<file path="src/logic/synth_ctrl_pkg.sv">
// Contract
// - Address 0 selects 18-bit main configuration
// - Address 1 holds three 2-bit gain codes
// - Host never writes addresses 9 to 15
// - Host writes zero into reserved bits
// - Aux pin: 01 low, 11 lock warning
// - IF output divide: 1, 2, 4, 8
// - Bit 5 selects reduced IF output bias
// - Auto power-up forces both sections on
// - Auto gain derives codes from N values
// - Host IF gain code from N thresholds
// - Host band 2 gain code from N
// - Host band 1 gain code from N
// - Host loads gain codes unless auto
// - Power bit 1 IF on, bit 0 RF
// - Any section on powers reference amplifier
// - Host keeps R within gain-dependent range
package synth_ctrl_pkg;

	localparam int          DATA_W     = 18;
	localparam int          ADDR_W     = 4;
	localparam int          FRAME_BITS = DATA_W + ADDR_W;
	localparam int          REG_COUNT  = 9;
	localparam logic [4:0]  FRAME_LEN  = 5'(FRAME_BITS);
	localparam logic [17:0] REG_RESET  = 18'h00000;

	localparam logic [3:0] MAIN_CONFIG_ADDR      = 4'h0;
	localparam logic [3:0] DETECTOR_GAIN_ADDR    = 4'h1;
	localparam logic [3:0] SECTION_POWER_ADDR    = 4'h2;
	localparam logic [3:0] BAND1_FEEDBACK_ADDR   = 4'h3;
	localparam logic [3:0] BAND2_FEEDBACK_ADDR   = 4'h4;
	localparam logic [3:0] IF_FEEDBACK_ADDR      = 4'h5;
	localparam logic [3:0] BAND1_REF_ADDR        = 4'h6;
	localparam logic [3:0] BAND2_REF_ADDR        = 4'h7;
	localparam logic [3:0] IF_REF_ADDR           = 4'h8;
	localparam logic [3:0] LAST_VALID_ADDR       = 4'h8;

	localparam int AUX_SEL_LSB      = 12;
	localparam int IF_DIV_LSB       = 10;
	localparam int IF_LOW_BIAS_BIT  = 5;
	localparam int AUTO_POWER_BIT   = 3;
	localparam int AUTO_GAIN_BIT    = 2;
	localparam int EXT_BAND_BIT     = 1;
	localparam int IF_GAIN_LSB      = 4;
	localparam int BAND2_GAIN_LSB   = 2;
	localparam int BAND1_GAIN_LSB   = 0;
	localparam int IF_ON_BIT        = 1;
	localparam int RF_ON_BIT        = 0;

	localparam logic [1:0] AUX_FORCE_LOW = 2'h1;
	localparam logic [1:0] AUX_LOCK_WARN = 2'h3;

	localparam logic [17:0] IF_GAIN_BASE    = 18'h00800;
	localparam logic [17:0] BAND2_GAIN_BASE = 18'h01000;
	localparam logic [17:0] BAND1_GAIN_BASE = 18'h02000;

	localparam logic [12:0] R_MAX    = 13'h1FFD;
	localparam logic [12:0] R_MIN_G0 = 13'h0007;
	localparam logic [12:0] R_MIN_G1 = 13'h0008;
	localparam logic [12:0] R_MIN_G2 = 13'h000A;
	localparam logic [12:0] R_MIN_G3 = 13'h000E;

	// Synchroniser idle: link clock low, data low, enable high, lock high
	localparam logic [3:0] SYNC_RESET = 4'h3;

	localparam logic [3:0] HOST_DATA_OFF   = 4'h0;
	localparam logic [3:0] HOST_CMD_OFF    = 4'h4;
	localparam logic [3:0] HOST_STATUS_OFF = 4'h8;
	localparam int         CMD_FILL_BIT    = 8;
	localparam int         STAT_BUSY_BIT   = 0;
	localparam int         STAT_REFUSE_BIT = 1;

	localparam int         CLK_PERIOD_NS    = 10;
	localparam int         LINK_HALF_NS     = 40;
	localparam int         LINK_HALF_CYCLES =
		(LINK_HALF_NS + CLK_PERIOD_NS - 1) / CLK_PERIOD_NS;
	localparam logic [2:0] DIV_LAST         = 3'(LINK_HALF_CYCLES - 1);

	function automatic logic [1:0] gain_for_n(input logic [17:0] n,
		input logic [17:0] base);
		if (n < base) begin
			return 2'h0;
		end else if (n < {base[16:0], 1'b0}) begin
			return 2'h1;
		end else if (n < {base[15:0], 2'b00}) begin
			return 2'h2;
		end
		return 2'h3;
	endfunction : gain_for_n

	function automatic logic [12:0] r_min(input logic [1:0] code);
		case (code)
			2'h0:    return R_MIN_G0;
			2'h1:    return R_MIN_G1;
			2'h2:    return R_MIN_G2;
			default: return R_MIN_G3;
		endcase
	endfunction : r_min

	function automatic logic [17:0] reg_mask(input logic [3:0] addr);
		if (addr == MAIN_CONFIG_ADDR) begin
			return 18'h03C2C;
		end else if (addr == DETECTOR_GAIN_ADDR) begin
			return 18'h0003F;
		end else if (addr == SECTION_POWER_ADDR) begin
			return 18'h00003;
		end else if (addr == BAND1_FEEDBACK_ADDR) begin
			return 18'h3FFFF;
		end else if (addr == BAND2_FEEDBACK_ADDR) begin
			return 18'h1FFFF;
		end else if (addr == IF_FEEDBACK_ADDR) begin
			return 18'h0FFFF;
		end else if (addr <= LAST_VALID_ADDR) begin
			return 18'h01FFF;
		end
		return 18'h00000;
	endfunction : reg_mask

endpackage : synth_ctrl_pkg

</file>
<file path="src/logic/synth_link_if.sv">
`timescale 1ns/1ns
interface synth_link_if;
	logic link_clk;
	logic link_data;
	logic link_enable_n;

	modport dev (
		input link_clk,
		input link_data,
		input link_enable_n
	);

	modport host (
		output link_clk,
		output link_data,
		output link_enable_n
	);
endinterface : synth_link_if

</file>
<file path="src/logic/synth_ctrl_device.sv">
// The Avalon-MM register port was decided locally.
`timescale 1ns/1ns
module synth_ctrl_device
	import synth_ctrl_pkg::*;
(
	input  wire logic        clk_sys_i,
	input  wire logic        rst_n_i,
	synth_link_if.dev        link,
	input  wire logic        lock_warning_n_i,
	output logic             aux_output_pin_o,
	output logic [1:0]       if_output_divide_o,
	output logic             if_low_bias_o,
	output logic             extended_band_bit_o,
	output logic             if_section_on_o,
	output logic             rf_section_on_o,
	output logic             ref_amp_on_o,
	output logic [1:0]       if_gain_code_o,
	output logic [1:0]       band2_gain_code_o,
	output logic [1:0]       band1_gain_code_o,
	output logic [17:0]      band1_feedback_count_o,
	output logic [16:0]      band2_feedback_count_o,
	output logic [15:0]      if_feedback_count_o,
	output logic [12:0]      band1_ref_count_o,
	output logic [12:0]      band2_ref_count_o,
	output logic [12:0]      if_ref_count_o,
	output logic             rf_band2_select_o,
	output logic             reg_write_o,
	output logic [3:0]       reg_write_addr_o
);

	logic [3:0]  sync1_q;
	logic [3:0]  sync2_q;
	logic        clk_prev_q;
	logic        en_prev_q;
	logic [21:0] shift_q;
	logic [4:0]  bit_cnt_q;
	logic [17:0] regs_q [REG_COUNT];
	logic        clk_rise;
	logic        frame_end;
	logic        frame_ok;
	logic        write_en;
	logic [3:0]  wr_addr;
	logic [17:0] wr_data;
	logic        link_clk_s;
	logic        link_data_s;
	logic        link_en_n_s;
	logic        lock_n_s;
	logic [17:0] main_cfg;
	logic [17:0] power_cfg;
	logic        auto_gain;

	// Every link input and the lock warning pass two flops before use
	always_ff @(posedge clk_sys_i or negedge rst_n_i) begin
		if (!rst_n_i) begin
			sync1_q <= SYNC_RESET;
			sync2_q <= SYNC_RESET;
		end else begin
			sync1_q <= {link.link_clk, link.link_data,
				link.link_enable_n, lock_warning_n_i};
			sync2_q <= sync1_q;
		end
	end

	assign link_clk_s  = sync2_q[3];
	assign link_data_s = sync2_q[2];
	assign link_en_n_s = sync2_q[1];
	assign lock_n_s    = sync2_q[0];

	always_ff @(posedge clk_sys_i or negedge rst_n_i) begin
		if (!rst_n_i) begin
			clk_prev_q <= 1'b0;
			en_prev_q  <= 1'b1;
		end else begin
			clk_prev_q <= link_clk_s;
			en_prev_q  <= link_en_n_s;
		end
	end

	assign clk_rise  = link_clk_s & ~clk_prev_q;
	assign frame_end = link_en_n_s & ~en_prev_q;

	// Bits are taken on the link clock rising edge while enabled
	always_ff @(posedge clk_sys_i or negedge rst_n_i) begin
		if (!rst_n_i) begin
			shift_q <= 22'h000000;
		end else if (!link_en_n_s && clk_rise) begin
			shift_q <= {shift_q[20:0], link_data_s};
		end
	end

	// Saturating count; a frame of the wrong length is dropped
	always_ff @(posedge clk_sys_i or negedge rst_n_i) begin
		if (!rst_n_i) begin
			bit_cnt_q <= 5'h00;
		end else if (link_en_n_s) begin
			bit_cnt_q <= 5'h00;
		end else if (clk_rise && bit_cnt_q != 5'h1F) begin
			bit_cnt_q <= bit_cnt_q + 5'h01;
		end
	end

	assign frame_ok = frame_end & (bit_cnt_q == FRAME_LEN);
	assign wr_addr  = shift_q[3:0];
	assign wr_data  = shift_q[21:4];
	// Unassigned addresses are dropped rather than aliased
	assign write_en = frame_ok & (wr_addr <= LAST_VALID_ADDR);

	// Write-only store; no path back to the link
	always_ff @(posedge clk_sys_i or negedge rst_n_i) begin
		if (!rst_n_i) begin
			for (int i = 0; i < REG_COUNT; i++) begin
				regs_q[i] <= REG_RESET;
			end
		end else if (write_en) begin
			regs_q[wr_addr] <= wr_data;
		end
	end

	always_ff @(posedge clk_sys_i or negedge rst_n_i) begin
		if (!rst_n_i) begin
			reg_write_o      <= 1'b0;
			reg_write_addr_o <= 4'h0;
		end else begin
			reg_write_o <= write_en;
			if (write_en) begin
				reg_write_addr_o <= wr_addr;
			end
		end
	end

	// Last band divider written picks the RF oscillator
	always_ff @(posedge clk_sys_i or negedge rst_n_i) begin
		if (!rst_n_i) begin
			rf_band2_select_o <= 1'b0;
		end else if (write_en) begin
			if (wr_addr == BAND1_FEEDBACK_ADDR
				|| wr_addr == BAND1_REF_ADDR) begin
				rf_band2_select_o <= 1'b0;
			end else if (wr_addr == BAND2_FEEDBACK_ADDR
				|| wr_addr == BAND2_REF_ADDR) begin
				rf_band2_select_o <= 1'b1;
			end
		end
	end

	assign main_cfg  = regs_q[MAIN_CONFIG_ADDR];
	assign power_cfg = regs_q[SECTION_POWER_ADDR];
	assign auto_gain = main_cfg[AUTO_GAIN_BIT];

	// Reserved select codes also hold the pin low
	always_ff @(posedge clk_sys_i or negedge rst_n_i) begin
		if (!rst_n_i) begin
			aux_output_pin_o <= 1'b0;
		end else begin
			case (main_cfg[AUX_SEL_LSB +: 2])
				AUX_LOCK_WARN: aux_output_pin_o <= lock_n_s;
				AUX_FORCE_LOW: aux_output_pin_o <= 1'b0;
				default:       aux_output_pin_o <= 1'b0;
			endcase
		end
	end

	always_ff @(posedge clk_sys_i or negedge rst_n_i) begin
		if (!rst_n_i) begin
			if_output_divide_o  <= 2'h0;
			if_low_bias_o       <= 1'b0;
			extended_band_bit_o <= 1'b0;
		end else begin
			if_output_divide_o  <= main_cfg[IF_DIV_LSB +: 2];
			if_low_bias_o       <= main_cfg[IF_LOW_BIAS_BIT];
			extended_band_bit_o <= main_cfg[EXT_BAND_BIT];
		end
	end

	always_ff @(posedge clk_sys_i or negedge rst_n_i) begin
		if (!rst_n_i) begin
			if_section_on_o <= 1'b0;
			rf_section_on_o <= 1'b0;
			ref_amp_on_o    <= 1'b0;
		end else begin
			if_section_on_o <= main_cfg[AUTO_POWER_BIT]
				| power_cfg[IF_ON_BIT];
			rf_section_on_o <= main_cfg[AUTO_POWER_BIT]
				| power_cfg[RF_ON_BIT];
			ref_amp_on_o    <= main_cfg[AUTO_POWER_BIT]
				| power_cfg[IF_ON_BIT]
				| power_cfg[RF_ON_BIT];
		end
	end

	// Auto codes follow the N values as they stand now
	always_ff @(posedge clk_sys_i or negedge rst_n_i) begin
		if (!rst_n_i) begin
			if_gain_code_o    <= 2'h0;
			band2_gain_code_o <= 2'h0;
			band1_gain_code_o <= 2'h0;
		end else if (auto_gain) begin
			if_gain_code_o    <= gain_for_n(regs_q[IF_FEEDBACK_ADDR],
				IF_GAIN_BASE);
			band2_gain_code_o <= gain_for_n(regs_q[BAND2_FEEDBACK_ADDR],
				BAND2_GAIN_BASE);
			band1_gain_code_o <= gain_for_n(regs_q[BAND1_FEEDBACK_ADDR],
				BAND1_GAIN_BASE);
		end else begin
			if_gain_code_o    <=
				regs_q[DETECTOR_GAIN_ADDR][IF_GAIN_LSB +: 2];
			band2_gain_code_o <=
				regs_q[DETECTOR_GAIN_ADDR][BAND2_GAIN_LSB +: 2];
			band1_gain_code_o <=
				regs_q[DETECTOR_GAIN_ADDR][BAND1_GAIN_LSB +: 2];
		end
	end

	always_ff @(posedge clk_sys_i or negedge rst_n_i) begin
		if (!rst_n_i) begin
			band1_feedback_count_o <= 18'h00000;
			band2_feedback_count_o <= 17'h00000;
			if_feedback_count_o    <= 16'h0000;
		end else begin
			band1_feedback_count_o <= regs_q[BAND1_FEEDBACK_ADDR];
			band2_feedback_count_o <= regs_q[BAND2_FEEDBACK_ADDR][16:0];
			if_feedback_count_o    <= regs_q[IF_FEEDBACK_ADDR][15:0];
		end
	end

	always_ff @(posedge clk_sys_i or negedge rst_n_i) begin
		if (!rst_n_i) begin
			band1_ref_count_o <= 13'h0000;
			band2_ref_count_o <= 13'h0000;
			if_ref_count_o    <= 13'h0000;
		end else begin
			band1_ref_count_o <= regs_q[BAND1_REF_ADDR][12:0];
			band2_ref_count_o <= regs_q[BAND2_REF_ADDR][12:0];
			if_ref_count_o    <= regs_q[IF_REF_ADDR][12:0];
		end
	end

endmodule : synth_ctrl_device

</file>
<file path="src/flat_wrapper.sv">
// flat-port wrapper written by rule: the top's interface ports become plain ports
module synth_ctrl_device_flat import synth_ctrl_pkg::*;
  (clk_sys_i, rst_n_i, lock_warning_n_i, aux_output_pin_o, if_output_divide_o, if_low_bias_o, extended_band_bit_o, if_section_on_o, rf_section_on_o, ref_amp_on_o, if_gain_code_o, band2_gain_code_o, band1_gain_code_o, band1_feedback_count_o, band2_feedback_count_o, if_feedback_count_o, band1_ref_count_o, band2_ref_count_o, if_ref_count_o, rf_band2_select_o, reg_write_o, reg_write_addr_o, link_link_clk, link_link_data, link_link_enable_n);
  synth_link_if link_i ();
  input  wire logic clk_sys_i;
  input  wire logic rst_n_i;
  input  wire logic lock_warning_n_i;
  output logic aux_output_pin_o;
  output logic [1:0] if_output_divide_o;
  output logic if_low_bias_o;
  output logic extended_band_bit_o;
  output logic if_section_on_o;
  output logic rf_section_on_o;
  output logic ref_amp_on_o;
  output logic [1:0] if_gain_code_o;
  output logic [1:0] band2_gain_code_o;
  output logic [1:0] band1_gain_code_o;
  output logic [17:0] band1_feedback_count_o;
  output logic [16:0] band2_feedback_count_o;
  output logic [15:0] if_feedback_count_o;
  output logic [12:0] band1_ref_count_o;
  output logic [12:0] band2_ref_count_o;
  output logic [12:0] if_ref_count_o;
  output logic rf_band2_select_o;
  output logic reg_write_o;
  output logic [3:0] reg_write_addr_o;
  input wire logic [$bits(link_i.link_clk)-1:0] link_link_clk;
  input wire logic [$bits(link_i.link_data)-1:0] link_link_data;
  input wire logic [$bits(link_i.link_enable_n)-1:0] link_link_enable_n;
  assign link_i.link_clk = link_link_clk;
  assign link_i.link_data = link_link_data;
  assign link_i.link_enable_n = link_link_enable_n;
  synth_ctrl_device u_core (.clk_sys_i(clk_sys_i), .rst_n_i(rst_n_i), .link(link_i), .lock_warning_n_i(lock_warning_n_i), .aux_output_pin_o(aux_output_pin_o), .if_output_divide_o(if_output_divide_o), .if_low_bias_o(if_low_bias_o), .extended_band_bit_o(extended_band_bit_o), .if_section_on_o(if_section_on_o), .rf_section_on_o(rf_section_on_o), .ref_amp_on_o(ref_amp_on_o), .if_gain_code_o(if_gain_code_o), .band2_gain_code_o(band2_gain_code_o), .band1_gain_code_o(band1_gain_code_o), .band1_feedback_count_o(band1_feedback_count_o), .band2_feedback_count_o(band2_feedback_count_o), .if_feedback_count_o(if_feedback_count_o), .band1_ref_count_o(band1_ref_count_o), .band2_ref_count_o(band2_ref_count_o), .if_ref_count_o(if_ref_count_o), .rf_band2_select_o(rf_band2_select_o), .reg_write_o(reg_write_o), .reg_write_addr_o(reg_write_addr_o));
endmodule
</file>
<file path="config.mk">
export PLATFORM = sky130hd
export DESIGN_NAME = synth_ctrl_device_flat
export DESIGN_NICKNAME = d
export VERILOG_FILES = /design/src/logic/synth_ctrl_pkg.sv /design/src/logic/synth_link_if.sv /design/src/logic/synth_ctrl_device.sv /design/src/flat_wrapper.sv
export SDC_FILE = /design/constraint.sdc
export NUM_CORES = 1
export LEC_CHECK = 0
export CELL_PAD_IN_SITES_DETAIL_PLACEMENT = 0
export CELL_PAD_IN_SITES_GLOBAL_PLACEMENT = 2
export CORE_UTILIZATION = 46
export CTS_CLUSTER_DIAMETER = 150
export DETAILED_ROUTE_END_ITERATION = 6
export DONT_BUFFER_PORTS = 1
export PLACE_DENSITY = 0.82
export SLEW_MARGIN = 10
export SYNTH_ARGS = -nofsm -noshare
export SYNTH_HDL_FRONTEND = slang
export SYNTH_SLANG_ARGS = --single-unit
</file>
<file path="constraint.sdc">
create_clock -name clk_sys_i -period 2.6 [get_ports clk_sys_i]
set_input_delay 0.26 -clock clk_sys_i [delete_from_list [all_inputs] [get_ports clk_sys_i]]
set_output_delay 0.26 -clock clk_sys_i [all_outputs]
set_load 0.02 [all_outputs]
</file>
* Word level (Yosys, flattened, before mapping)
Cells that the tools add are included.
** Word-level totals
- Register bits after elaboration :: 309
- Input bits :: 6
- Output and inout port bits :: 110
- Word-level logic and storage cells :: 108
** Cells by class
- $add $sub $neg :: 1
- $lt $le $gt $ge :: 12
- Equal/unequal tests :: 7
- Multiplexer cells :: 35
- Bitwise gates (word level) :: 10
- Reductions and logical operators :: 9
** Operator list (number)
- bitwise mux 162 bit :: 1
- demux 18 bit (select 4 bit) :: 1
- < comparator 18 x 14 -> 1 bit (second input constant) :: 3
- < comparator 18 x 13 -> 1 bit (second input constant) :: 2
- < comparator 18 x 15 -> 1 bit (second input constant) :: 2
- two-way mux 2 bit :: 15
- < comparator 18 x 12 -> 1 bit (second input constant) :: 1
- < comparator 18 x 16 -> 1 bit (second input constant) :: 1
- two-way mux 18 bit :: 1
- two-way mux 1 bit :: 15
- == test 4 x 3 -> 1 bit (second input constant) :: 3
- two-way mux 5 bit :: 2
- adder 5 x 1 -> 5 bit (second input constant) :: 1
- == test 5 bit (second input constant) :: 1
- greater-or-equal comparator 5 bit (second input constant) :: 1
- < comparator 5 x 1 -> 1 bit (second input constant) :: 1
- inequality test 5 bit (second input constant) :: 1
- NOT 4 -> 5 bit :: 1
- bitwise AND 1 bit :: 4
- == test 4 x 2 -> 1 bit (second input constant) :: 1
- less-or-equal comparator 4 bit (second input constant) :: 1
- nonzero test 2 bit :: 2
- logical AND 1 bit :: 3
- OR 1 bit :: 3
- 5 further kinds :: 7

* Longest topological paths before layout
Gate-level depths: netlist of the first run.
- Depth in word-level cells :: 7
- Mapped depth :: 7
- Gate-level depth less buffers :: 6

* Worst setup path after synthesis of the first run
Ideal clock, no wire load.
- Path type :: register to register
- From :: register u_core.sync2_q[1]
- To :: register u_core.regs_q[61] in the netlist's numbering
- Setup time :: 0.125 ns
- Arrival time :: 2.029 ns
- Path slack :: 0.447 ns
- Cell stages (with the launch flop) :: 7
- Buffers on the path :: 3
- Clock period less this slack :: 2.153 ns
- Cell sequence :: dfstp_2 > buf_4 > nand4bb_1 > buf_4 > nor4_4 > buf_2 > mux2_2
** Between the ends
- Word-level cells in the longest chain between the ends :: 3
** Ends and longest elaborated chain
- start, declared :: RTL line synth_ctrl_device.sv:32 : logic [3:0] sync2_q;
- start signal, assigned :: RTL line synth_ctrl_device.sv:60 : sync2_q <= sync1_q;
- bitwise AND 1 bit :: RTL line synth_ctrl_device.sv:80 : assign frame_end = link_en_n_s & ~en_prev_q;
- bitwise AND 1 bit :: RTL line synth_ctrl_device.sv:102 : assign frame_ok = frame_end & (bit_cnt_q == FRAME_LEN);
- bitwise AND 1 bit :: RTL line synth_ctrl_device.sv:106 : assign write_en = frame_ok & (wr_addr <= LAST_VALID_ADDR);
- end signal, assigned by index :: RTL line synth_ctrl_device.sv:115 : regs_q[wr_addr] <= wr_data;
- end, declared :: RTL line synth_ctrl_device.sv:37 : logic [17:0] regs_q [REG_COUNT];
No other way between the ends.
A chain may end at the register's enable or synchronous reset.

* Final worst setup path of the first run
- From :: register u_core.sync2_q[1]
- To :: register u_core.regs_q[47] in the netlist's numbering
Same word-level chain as after synthesis.

==> results of run 1 <==
[area by class of cell]
type | count | area [um^2]
flip-flops and latches | 256 | 6410
repair buffers | 20 | 160
multi-input cells | 213 | 2140
clock inverters | 8 | 78.8
clock buffers | 36 | 779
well taps | 229 | 287
fillers | 1454 | 8340
inverters | 3 | 11.3
[metrics by stage]
step	instance area [um^2]	hold slack [ns]
2_1_floorplan	8680	-0.0356
3_3_place_gp	8970	-0.0289
3_5_place_dp	8970	-0.0292
4_1_cts	9870	-0.576
5_1_grt	9870	-0.576
6_report	9870	-0.557
[cell usage after synthesis, drive strengths merged]
cell	count
xnor2	1
o21a	2
a211oi	1
a2111oi	1
nand4bb	1
clkbuf	8
a31oi	3
nor2b	2
and3b	1
a21oi	9
o32a	2
mux2	130
inv	3
dfstp	5
nor3	2
a41o	1
nor3b	2
ha	3
nand2	10
and3	2
o21ai	2
nand3	1
and2	1
or3b	1
nand2b	4
nor2	5
buf	15
nor4bb	2
or4	2
or3	3
nand3b	1
dfrtp	251
o22a	4
nand4	1
or2	4
nor4	9
[cells by family after synthesis]
logic type / Yosys count / share of synthesized area (%)
flip-flops: 256 / 73.9
multiplexers: 130 / 17.7
AND/OR/NAND/NOR: 54 / 4.29
buffers and inverters: 26 / 1.63
AO/OA/AOI/OAI: 25 / 1.96
adder cells (fa/ha/maj): 3 / 0.432
XOR/XNOR: 1 / 0.101
[state kept, by name (all words and copies together), names as in the netlist, 4 cells and up]
| register | flops |
|---|---|
| u_core.regs_q | 99 |
| u_core.shift_q | 22 |
| u_core.band1_feedback_count_o | 18 |
| u_core.band2_feedback_count_o | 17 |
| u_core.if_feedback_count_o | 16 |
| u_core.band1_ref_count_o | 13 |
| u_core.band2_ref_count_o | 13 |
| u_core.if_ref_count_o | 13 |
| u_core.main_cfg | 8 |
| u_core.bit_cnt_q | 5 |
| u_core.reg_write_addr_o | 4 |
| u_core.sync1_q | 4 |
| u_core.sync2_q | 4 |
[routing by layer]
layer  GRT usage (%)  share of wire [%]
met5               0                  0
met4            5.09                2.0
met2            25.6                 46
met3            4.06                5.4
met1            24.1                 47
[report_power, final]
group	switching (mW)	internal [mW]
Clock	1.43	2.18
Sequential	0.181	4.05
Combinational	0.0773	0.0906
Total	1.69	6.32
[worst max-delay path, cell delays in order, from the launching register on]
cell	delay [ns]
dfstp_2	0.62
nand4bb_1	0.31
buf_4	0.28
nor4_4	0.32
buf_4	0.26
mux2_2	0.36
[path summary, 6_finish.rpt]
kind | to | cells after the start | slack, ns | from
worst max-delay path | u_core.regs_q[47]$_DFFE_PN0P_ | 5 | 0.32 | u_core.sync2_q[1]$_DFF_PN1_
worst min-delay path | u_core.regs_q[6]$_DFFE_PN0P_ | 0 | -0.56 | rst_n_i
worst max register to register | u_core.regs_q[47]$_DFFE_PN0P_ | 5 | 0.32 | u_core.sync2_q[1]$_DFF_PN1_
worst min register to register | u_core.sync2_q[3]$_DFF_PN0_ | 0 | 0.35 | u_core.sync1_q[3]$_DFF_PN0_
max in group asynchronous | u_core.sync2_q[0]$_DFF_PN1_ | 0 | 2.78 | rst_n_i
min in group clk_sys_i | u_core.sync1_q[1]$_DFF_PN1_ | 1 | 0.29 | link_link_enable_n
==> results.sh, run 1 <==
export IMPL_status="finished with violations"
export IMPL_violations="hold timing"
export IMPL_cts_root_buf="clkbuf_16"
export IMPL_post_cts_buffers=0
export IMPL_seq_area_frac_synth_pct=73.9
export IMPL_finalPower_mw=8.02
export IMPL_ant_nets=0
export IMPL_path_class="register to register"
export IMPL_final_util_pct=54.2
export IMPL_drc=0
export IMPL_drv_cap=0
export IMPL_layout_commonest_cell="dfrtp_1"
export IMPL_synth_cell_types=45
export IMPL_finalCritPeriodShare_pct=87.6
export IMPL_vias=4066
export IMPL_clk_pin_slew_ns=0.06
export IMPL_synth_fp_nets=504
export IMPL_htreeDepth=1
export IMPL_tightest_slew_ns=0.630
export IMPL_hold_slack_ns=-0.557
export IMPL_setup_ws_ns=0.323
export IMPL_post_place_ws_ns=0.313
export IMPL_area_growth_pct=13.7
export IMPL_cp_arrival_ns=2.67
export IMPL_synth_top_area_cell="dfrtp_1"
export IMPL_wl_per_cell_um=20.3
export IMPL_dp_cells=717
export IMPL_grt_pass1_wl_mm=25.2
export IMPL_cts_tree="yes"
export IMPL_syn_cell_area_um2=8680
export IMPL_grt_remaining_overflow=0
export IMPL_synth_top_area_share_pct=72.3
export IMPL_ir_drop_uv=520
export IMPL_synth_area_per_cell_um2=17.5
export IMPL_final_cell_mix="dfrtp_1, mux2_2, clkbuf_16"
export IMPL_p_per_area_nw_per_um2=812
export IMPL_fin_crit_ns=2.28
export IMPL_dp_hpwl_mm=9.66
export IMPL_slew_viol_final=0
export IMPL_initial_utilization_pct=47.7
export IMPL_cp_start_kind="register"
export IMPL_ctsHoldBuffers=4
export IMPL_yosys_top_cells_area="dfrtp_1, mux2_2, mux2_4"
export IMPL_grt_setup_unrepaired="no"
export IMPL_p_leak_nw=5.06
export IMPL_hold_viol=256
export IMPL_dieArea_um2=19400
export IMPL_drt_iter0_markers=131
export IMPL_port_buffers=0
export IMPL_antenna_found_initial=0
export IMPL_routed_via_density=5.32
export IMPL_slew_headroom_pct=57.6
export IMPL_ys_ff_latch=256
export IMPL_end_kind="register"
export IMPL_drive_above_1_share_pct=38.1
export IMPL_core_um2=18200
export IMPL_insertion_delay_ns=0.51
export IMPL_crit_path_max_fanout=9
export IMPL_final_nets=529
export IMPL_rows=49
export IMPL_ys_warn_count=0
export IMPL_fmax_mhz=439
export IMPL_cts_buffer_depth=3
export IMPL_numClockSinks=256
export IMPL_cts_resized_gates=0
export IMPL_num_antenna_cells=0
export IMPL_grt_max_degree=257
export IMPL_die_y_um=139
export IMPL_grt_pass1_vias=4312
export IMPL_hold_path_class="input pin to async pin"
export IMPL_finalSetupTns_ns=0
export IMPL_finClkSkew_ns=0.00882
export IMPL_final_cell_count_no_fill=765
export IMPL_die_x_um=139
export IMPL_worstPathRequired_ns=2.99
export IMPL_setup_viol=0
export IMPL_syn_instance_count=495
export IMPL_cts_buffers=26
export IMPL_routed_wl_mm=15.6
export IMPL_grtUsageTotal_pct=16.8
export IMPL_drt_pass1_iter_count=4
export IMPL_num_io_pins=116
export IMPL_finalWeightedCongestion=0.727
No activity file was read; power rests on OpenSTA's default activity.
==> run 2, diff against run 1 <==
==> constraint.sdc (replaced) <==
create_clock -name clk_sys_i -period 2.6 [get_ports clk_sys_i]
set_input_delay 0.52 -clock clk_sys_i [delete_from_list [all_inputs] [get_ports clk_sys_i]]
set_output_delay 0.52 -clock clk_sys_i [all_outputs]
set_load 0.02 [all_outputs]
==> results.sh, run 2 (same netlist as run 1, synthesis figures left out) <==
export IMPL_hold_viol=253
export IMPL_dieArea_um2=19400
export IMPL_cts_tree="yes"
export IMPL_cts_resized_gates=0
export IMPL_slew_viol_final=0
export IMPL_post_place_ws_ns=0.313
export IMPL_core_um2=18200
export IMPL_drt_pass1_iter_count=4
export IMPL_hold_slack_ns=-0.298
export IMPL_crit_family="simple AND/OR/NAND/NOR gates"
export IMPL_setup_ws_ns=0.328
export IMPL_violations="hold timing"
export IMPL_p_leak_nw=5.05
export IMPL_ir_drop_uv=520
export IMPL_grt_pass1_wl_mm=25.2
export IMPL_num_io_pins=116
export IMPL_startpoint="u_core.sync2_q[1]$_DFF_PN1_"
export IMPL_setup_viol=0
export IMPL_num_antenna_cells=0
export IMPL_port_buffers=0
export IMPL_vias=4071
export IMPL_initial_utilization_pct=47.7
export IMPL_cp_arrival_ns=2.67
export IMPL_insertion_delay_ns=0.51
export IMPL_slowest_stage="dfstp_2"
export IMPL_fmax_mhz=440
export IMPL_hold_path_class="input pin to async pin"
export IMPL_finClkSkew_ns=0.0109
export IMPL_grt_max_degree=257
export IMPL_wl_per_cell_um=20.4
export IMPL_slew_headroom_pct=57.6
export IMPL_drc=0
export IMPL_cp_start_kind="register"
export IMPL_end_kind="register"
export IMPL_die_x_um=139
export IMPL_finalCritPeriodShare_pct=87.4
export IMPL_max_stage_delay_ns=0.61
export IMPL_drv_cap=0
export IMPL_dpl_instance_area_um2=8970
export IMPL_htreeDepth=1
export IMPL_layout_commonest_cell="dfrtp_1"
export IMPL_tightest_slew_ns=0.630
export IMPL_finalSetupTns_ns=0
export IMPL_path_class="register to register"
export IMPL_crit_buf_inv=2
export IMPL_drt_iter0_markers=134
export IMPL_grtUsageTotal_pct=16.8
export IMPL_post_cts_buffers=0
export IMPL_clk_pin_slew_ns=0.06
export IMPL_grt_remaining_overflow=0
export IMPL_grt_pass1_vias=4312
export IMPL_rows=49
export IMPL_ctsHoldBuffers=2
export IMPL_fin_crit_ns=2.27
export IMPL_r2r_start="u_core.sync2_q[1]$_DFF_PN1_"
export IMPL_grt_setup_unrepaired="no"
export IMPL_status="finished with violations"
export IMPL_finalWeightedCongestion=0.727
export IMPL_drive_above_1_share_pct=38.2
export IMPL_final_cell_mix="dfrtp_1, mux2_2, clkbuf_16"
export IMPL_numClockSinks=256
export IMPL_p_per_area_nw_per_um2=814
export IMPL_dp_hpwl_mm=9.66
export IMPL_final_util_pct=54.1
export IMPL_routed_wl_mm=15.6
export IMPL_ant_nets=0
export IMPL_final_nets=527
export IMPL_regMostFlops="u_core.regs_q"
export IMPL_fin_area_um2=9850
export IMPL_die_y_um=139
export IMPL_antenna_found_initial=0
export IMPL_area_growth_pct=13.5
export IMPL_cts_root_buf="clkbuf_16"
export IMPL_cts_buffers=26
export IMPL_cts_buffer_depth=3
export IMPL_reg_largest_list="u_core.regs_q (99), u_core.shift_q (22), u_core.band1_feedback_count_o (18)"
export IMPL_crit_chain="nand4bb_1 > buf_4 > nor4_4 > buf_4 > mux2_2"
export IMPL_path_common_cell="buf_4"
export IMPL_worstPathRequired_ns=2.99
export IMPL_routed_via_density=5.34
export IMPL_largest_reg_flops=99
export IMPL_crit_path_max_fanout=9
export IMPL_fillerInstances=1456
## run 2: cell count changes in the layout (fill, tap and decap cells not counted), sizes merged
cell         delta
dlygate4sd3     -2
## run 2: worst paths after layout
kind | to | slack [ns] | depth (start not counted)
hold reg to reg | u_core.sync2_q[3]$_DFF_PN0_ | 0.35 | 0
min in group clk_sys_i | u_core.sync1_q[2]$_DFF_PN0_ | 0.03 | 0
max in group asynchronous | u_core.sync2_q[1]$_DFF_PN1_ | 2.55 | 0
setup reg to reg | u_core.regs_q[47]$_DFFE_PN0P_ | 0.33 | 5
hold / removal | u_core.if_ref_count_o[6]$_DFF_PN0_ | -0.30 | 0
setup / recovery | u_core.regs_q[47]$_DFFE_PN0P_ | 0.33 | 5
## run 2: stage by stage
stage	power (mW)	hold slack [ns]	cells
detailed placement	4.47	0.231	717
finish	8.02	-0.298	763
global route	8.30	-0.316	763
floorplan	4.39	0.224	495
CTS	8.13	-0.316	763
global placement	4.46	0.231	717
## run 2: layout make-up
class,count,area [um^2],area share [%]
clock buffer,36,779,7.91
tap,229,287,2.91
inverter,3,11.3,0.114
multi-input combinational,213,2140,21.7
clock inverter,8,78.8,0.800
timing repair buffer,18,140,1.42
sequential,256,6410,65.1
## run 2: where the power goes
group | internal, mW | switching, mW
registers | 4.05 | 0.181
logic | 0.0886 | 0.0771
clock network | 2.18 | 1.44
total | 6.32 | 1.69
## run 2: routing by layer
metal,vias up,GRT usage (%),part of all wire (%)
met5,-,0,0
met4,0,5.09,2.0
met3,23,4.06,5.3
met2,120,25.6,45
met1,2147,24.1,47
li1,1781,-,-
==> run 3, diff against run 2 <==
CTS_BUF_LIST = sky130_fd_sc_hd__clkbuf_4 sky130_fd_sc_hd__clkbuf_8 sky130_fd_sc_hd__clkbuf_16   (was unset)
==> results.sh, run 3 (same netlist as run 1, synthesis figures left out) <==
export IMPL_layout_commonest_cell="dfrtp_1"
export IMPL_drc=0
export IMPL_ant_nets=0
export IMPL_slew_viol_final=0
export IMPL_hold_slack_ns=-0.297
export IMPL_cts_tree="yes"
export IMPL_path_class="register to register"
export IMPL_fin_crit_ns=2.27
export IMPL_finalCritPeriodShare_pct=87.4
export IMPL_setup_viol=0
export IMPL_clk_pin_slew_ns=0.06
export IMPL_drive_above_1_share_pct=38.6
export IMPL_p_leak_nw=5.05
export IMPL_rr_endpoint="u_core.regs_q[47]$_DFFE_PN0P_"
export IMPL_crit_chain="nand4bb_1 > buf_4 > nor4_4 > buf_4 > mux2_2"
export IMPL_slowest_stage="dfstp_2"
export IMPL_die_x_um=139
export IMPL_setup_ws_ns=0.328
export IMPL_dpl_instance_area_um2=8970
export IMPL_ff2ff_path_depth=5
export IMPL_cts_buffer_depth=3
export IMPL_vias=4071
export IMPL_hold_viol=253
export IMPL_numClockSinks=256
export IMPL_final_util_pct=54.1
export IMPL_num_antenna_cells=0
export IMPL_dp_hpwl_mm=9.66
export IMPL_crit_family="simple AND/OR/NAND/NOR gates"
export IMPL_ctsHoldBuffers=2
export IMPL_grt_pass1_wl_mm=25.2
export IMPL_worstPathRequired_ns=2.99
export IMPL_finalSetupTns_ns=0
export IMPL_cts_resized_gates=0
export IMPL_rrSetupSlack_ns=0.33
export IMPL_path_common_cell="buf_4"
export IMPL_tightest_slew_ns=0.630
export IMPL_htreeDepth=1
export IMPL_final_cell_mix="dfrtp_1, mux2_2, clkbuf_16"
export IMPL_reg_largest_list="u_core.regs_q (99), u_core.shift_q (22), u_core.band1_feedback_count_o (18)"
export IMPL_p_per_area_nw_per_um2=815
export IMPL_drv_cap=0
export IMPL_largest_reg_flops=99
export IMPL_cts_root_buf="clkbuf_16"
export IMPL_final_cell_count_no_fill=763
export IMPL_cts_buffers=26
export IMPL_grt_pass1_vias=4312
export IMPL_status="finished with violations"
export IMPL_rows=49
export IMPL_initial_utilization_pct=47.7
export IMPL_routed_wl_mm=15.6
export IMPL_cp_arrival_ns=2.67
export IMPL_grt_setup_unrepaired="no"
export IMPL_dp_cells=717
export IMPL_finalWeightedCongestion=0.727
export IMPL_end_kind="register"
export IMPL_wl_per_cell_um=20.4
export IMPL_port_buffers=0
export IMPL_r2r_start="u_core.sync2_q[1]$_DFF_PN1_"
export IMPL_drt_pass1_iter_count=4
export IMPL_fmax_mhz=440
export IMPL_finClkSkew_ns=0.0109
export IMPL_post_place_ws_ns=0.313
export IMPL_final_nets=527
export IMPL_core_um2=18200
export IMPL_num_io_pins=116
export IMPL_grt_remaining_overflow=0
export IMPL_routed_via_density=5.34
export IMPL_dieArea_um2=19400
export IMPL_crit_buf_inv=2
export IMPL_cp_start_kind="register"
export IMPL_insertion_delay_ns=0.51
export IMPL_ir_drop_uv=520
export IMPL_regMostFlops="u_core.regs_q"
export IMPL_drt_iter0_markers=134
export IMPL_max_stage_delay_ns=0.61
export IMPL_slew_headroom_pct=57.6
export IMPL_die_y_um=139
export IMPL_violations="hold timing"
export IMPL_area_growth_pct=13.5
export IMPL_hold_path_class="input pin to async pin"
export IMPL_antenna_found_initial=0
export IMPL_finalPower_mw=8.04
export IMPL_grtUsageTotal_pct=16.8
export IMPL_crit_path_max_fanout=9
export IMPL_grt_max_degree=257
export IMPL_fin_area_um2=9860
## run 3: cell counts in the layout (fill, tap and decap cells not counted)
Identical to the previous run, type by type.
## run 3: worst max-delay path by stage
| stage | startpoint | endpoint | slack [ns] | depth (start not counted) |
|---|---|---|---|---|
| final | u_core.sync2_q[1]$_DFF_PN1_ | u_core.regs_q[47]$_DFFE_PN0P_ | 0.33 | 5 |
| after global routing | u_core.sync2_q[1]$_DFF_PN1_ | u_core.main_cfg[12]$_DFFE_PN0P_ | 0.18 | 5 |
| after CTS | u_core.sync2_q[1]$_DFF_PN1_ | u_core.regs_q[47]$_DFFE_PN0P_ | 0.31 | 5 |
| after detailed placement | u_core.sync2_q[1]$_DFF_PN1_ | u_core.regs_q[47]$_DFFE_PN0P_ | 0.31 | 5 |
| after global placement | u_core.sync2_q[1]$_DFF_PN1_ | u_core.regs_q[45]$_DFFE_PN0P_ | 0.39 | 5 |
| after floorplan | u_core.sync2_q[1]$_DFF_PN1_ | u_core.regs_q[61]$_DFFE_PN0P_ | 0.45 | 6 |
## run 3: repair_timing
item	4_1_cts	5_1_grt
setup buffers	0	0
endpoints found under the hold margin	258	256
setup endpoints to repair	0	0
## run 3: area by class of cell
cell class | count | area (um^2)
clock buffer | 36 | 787
fill | 1457 | 8350
inverter | 3 | 11.3
tap | 229 | 287
multi-input combinational | 213 | 2140
clock inverter | 8 | 78.8
timing repair buffer | 18 | 140
sequential | 256 | 6410
## run 3: worst reg2reg max path: stages (launching register included)
cell and delay (ns):
dfstp_2 0.61, nand4bb_1 0.31, buf_4 0.28, nor4_4 0.32, buf_4 0.26, mux2_2 0.37
## run 3: metal layers
layer | wire [um] | track usage [%] | vias up
li1 | - | - | 1781
met1 | 7360 | 24.1 | 2147
met2 | 7080 | 25.6 | 120
met3 | 830 | 4.06 | 23
met4 | 312 | 5.09 | 0
met5 | 0 | 0 | -
## run 3: power by group
part	internal (mW)	switching, mW
clock network	2.21	1.44
registers	4.05	0.181
logic	0.0886	0.0771
total	6.34	1.69
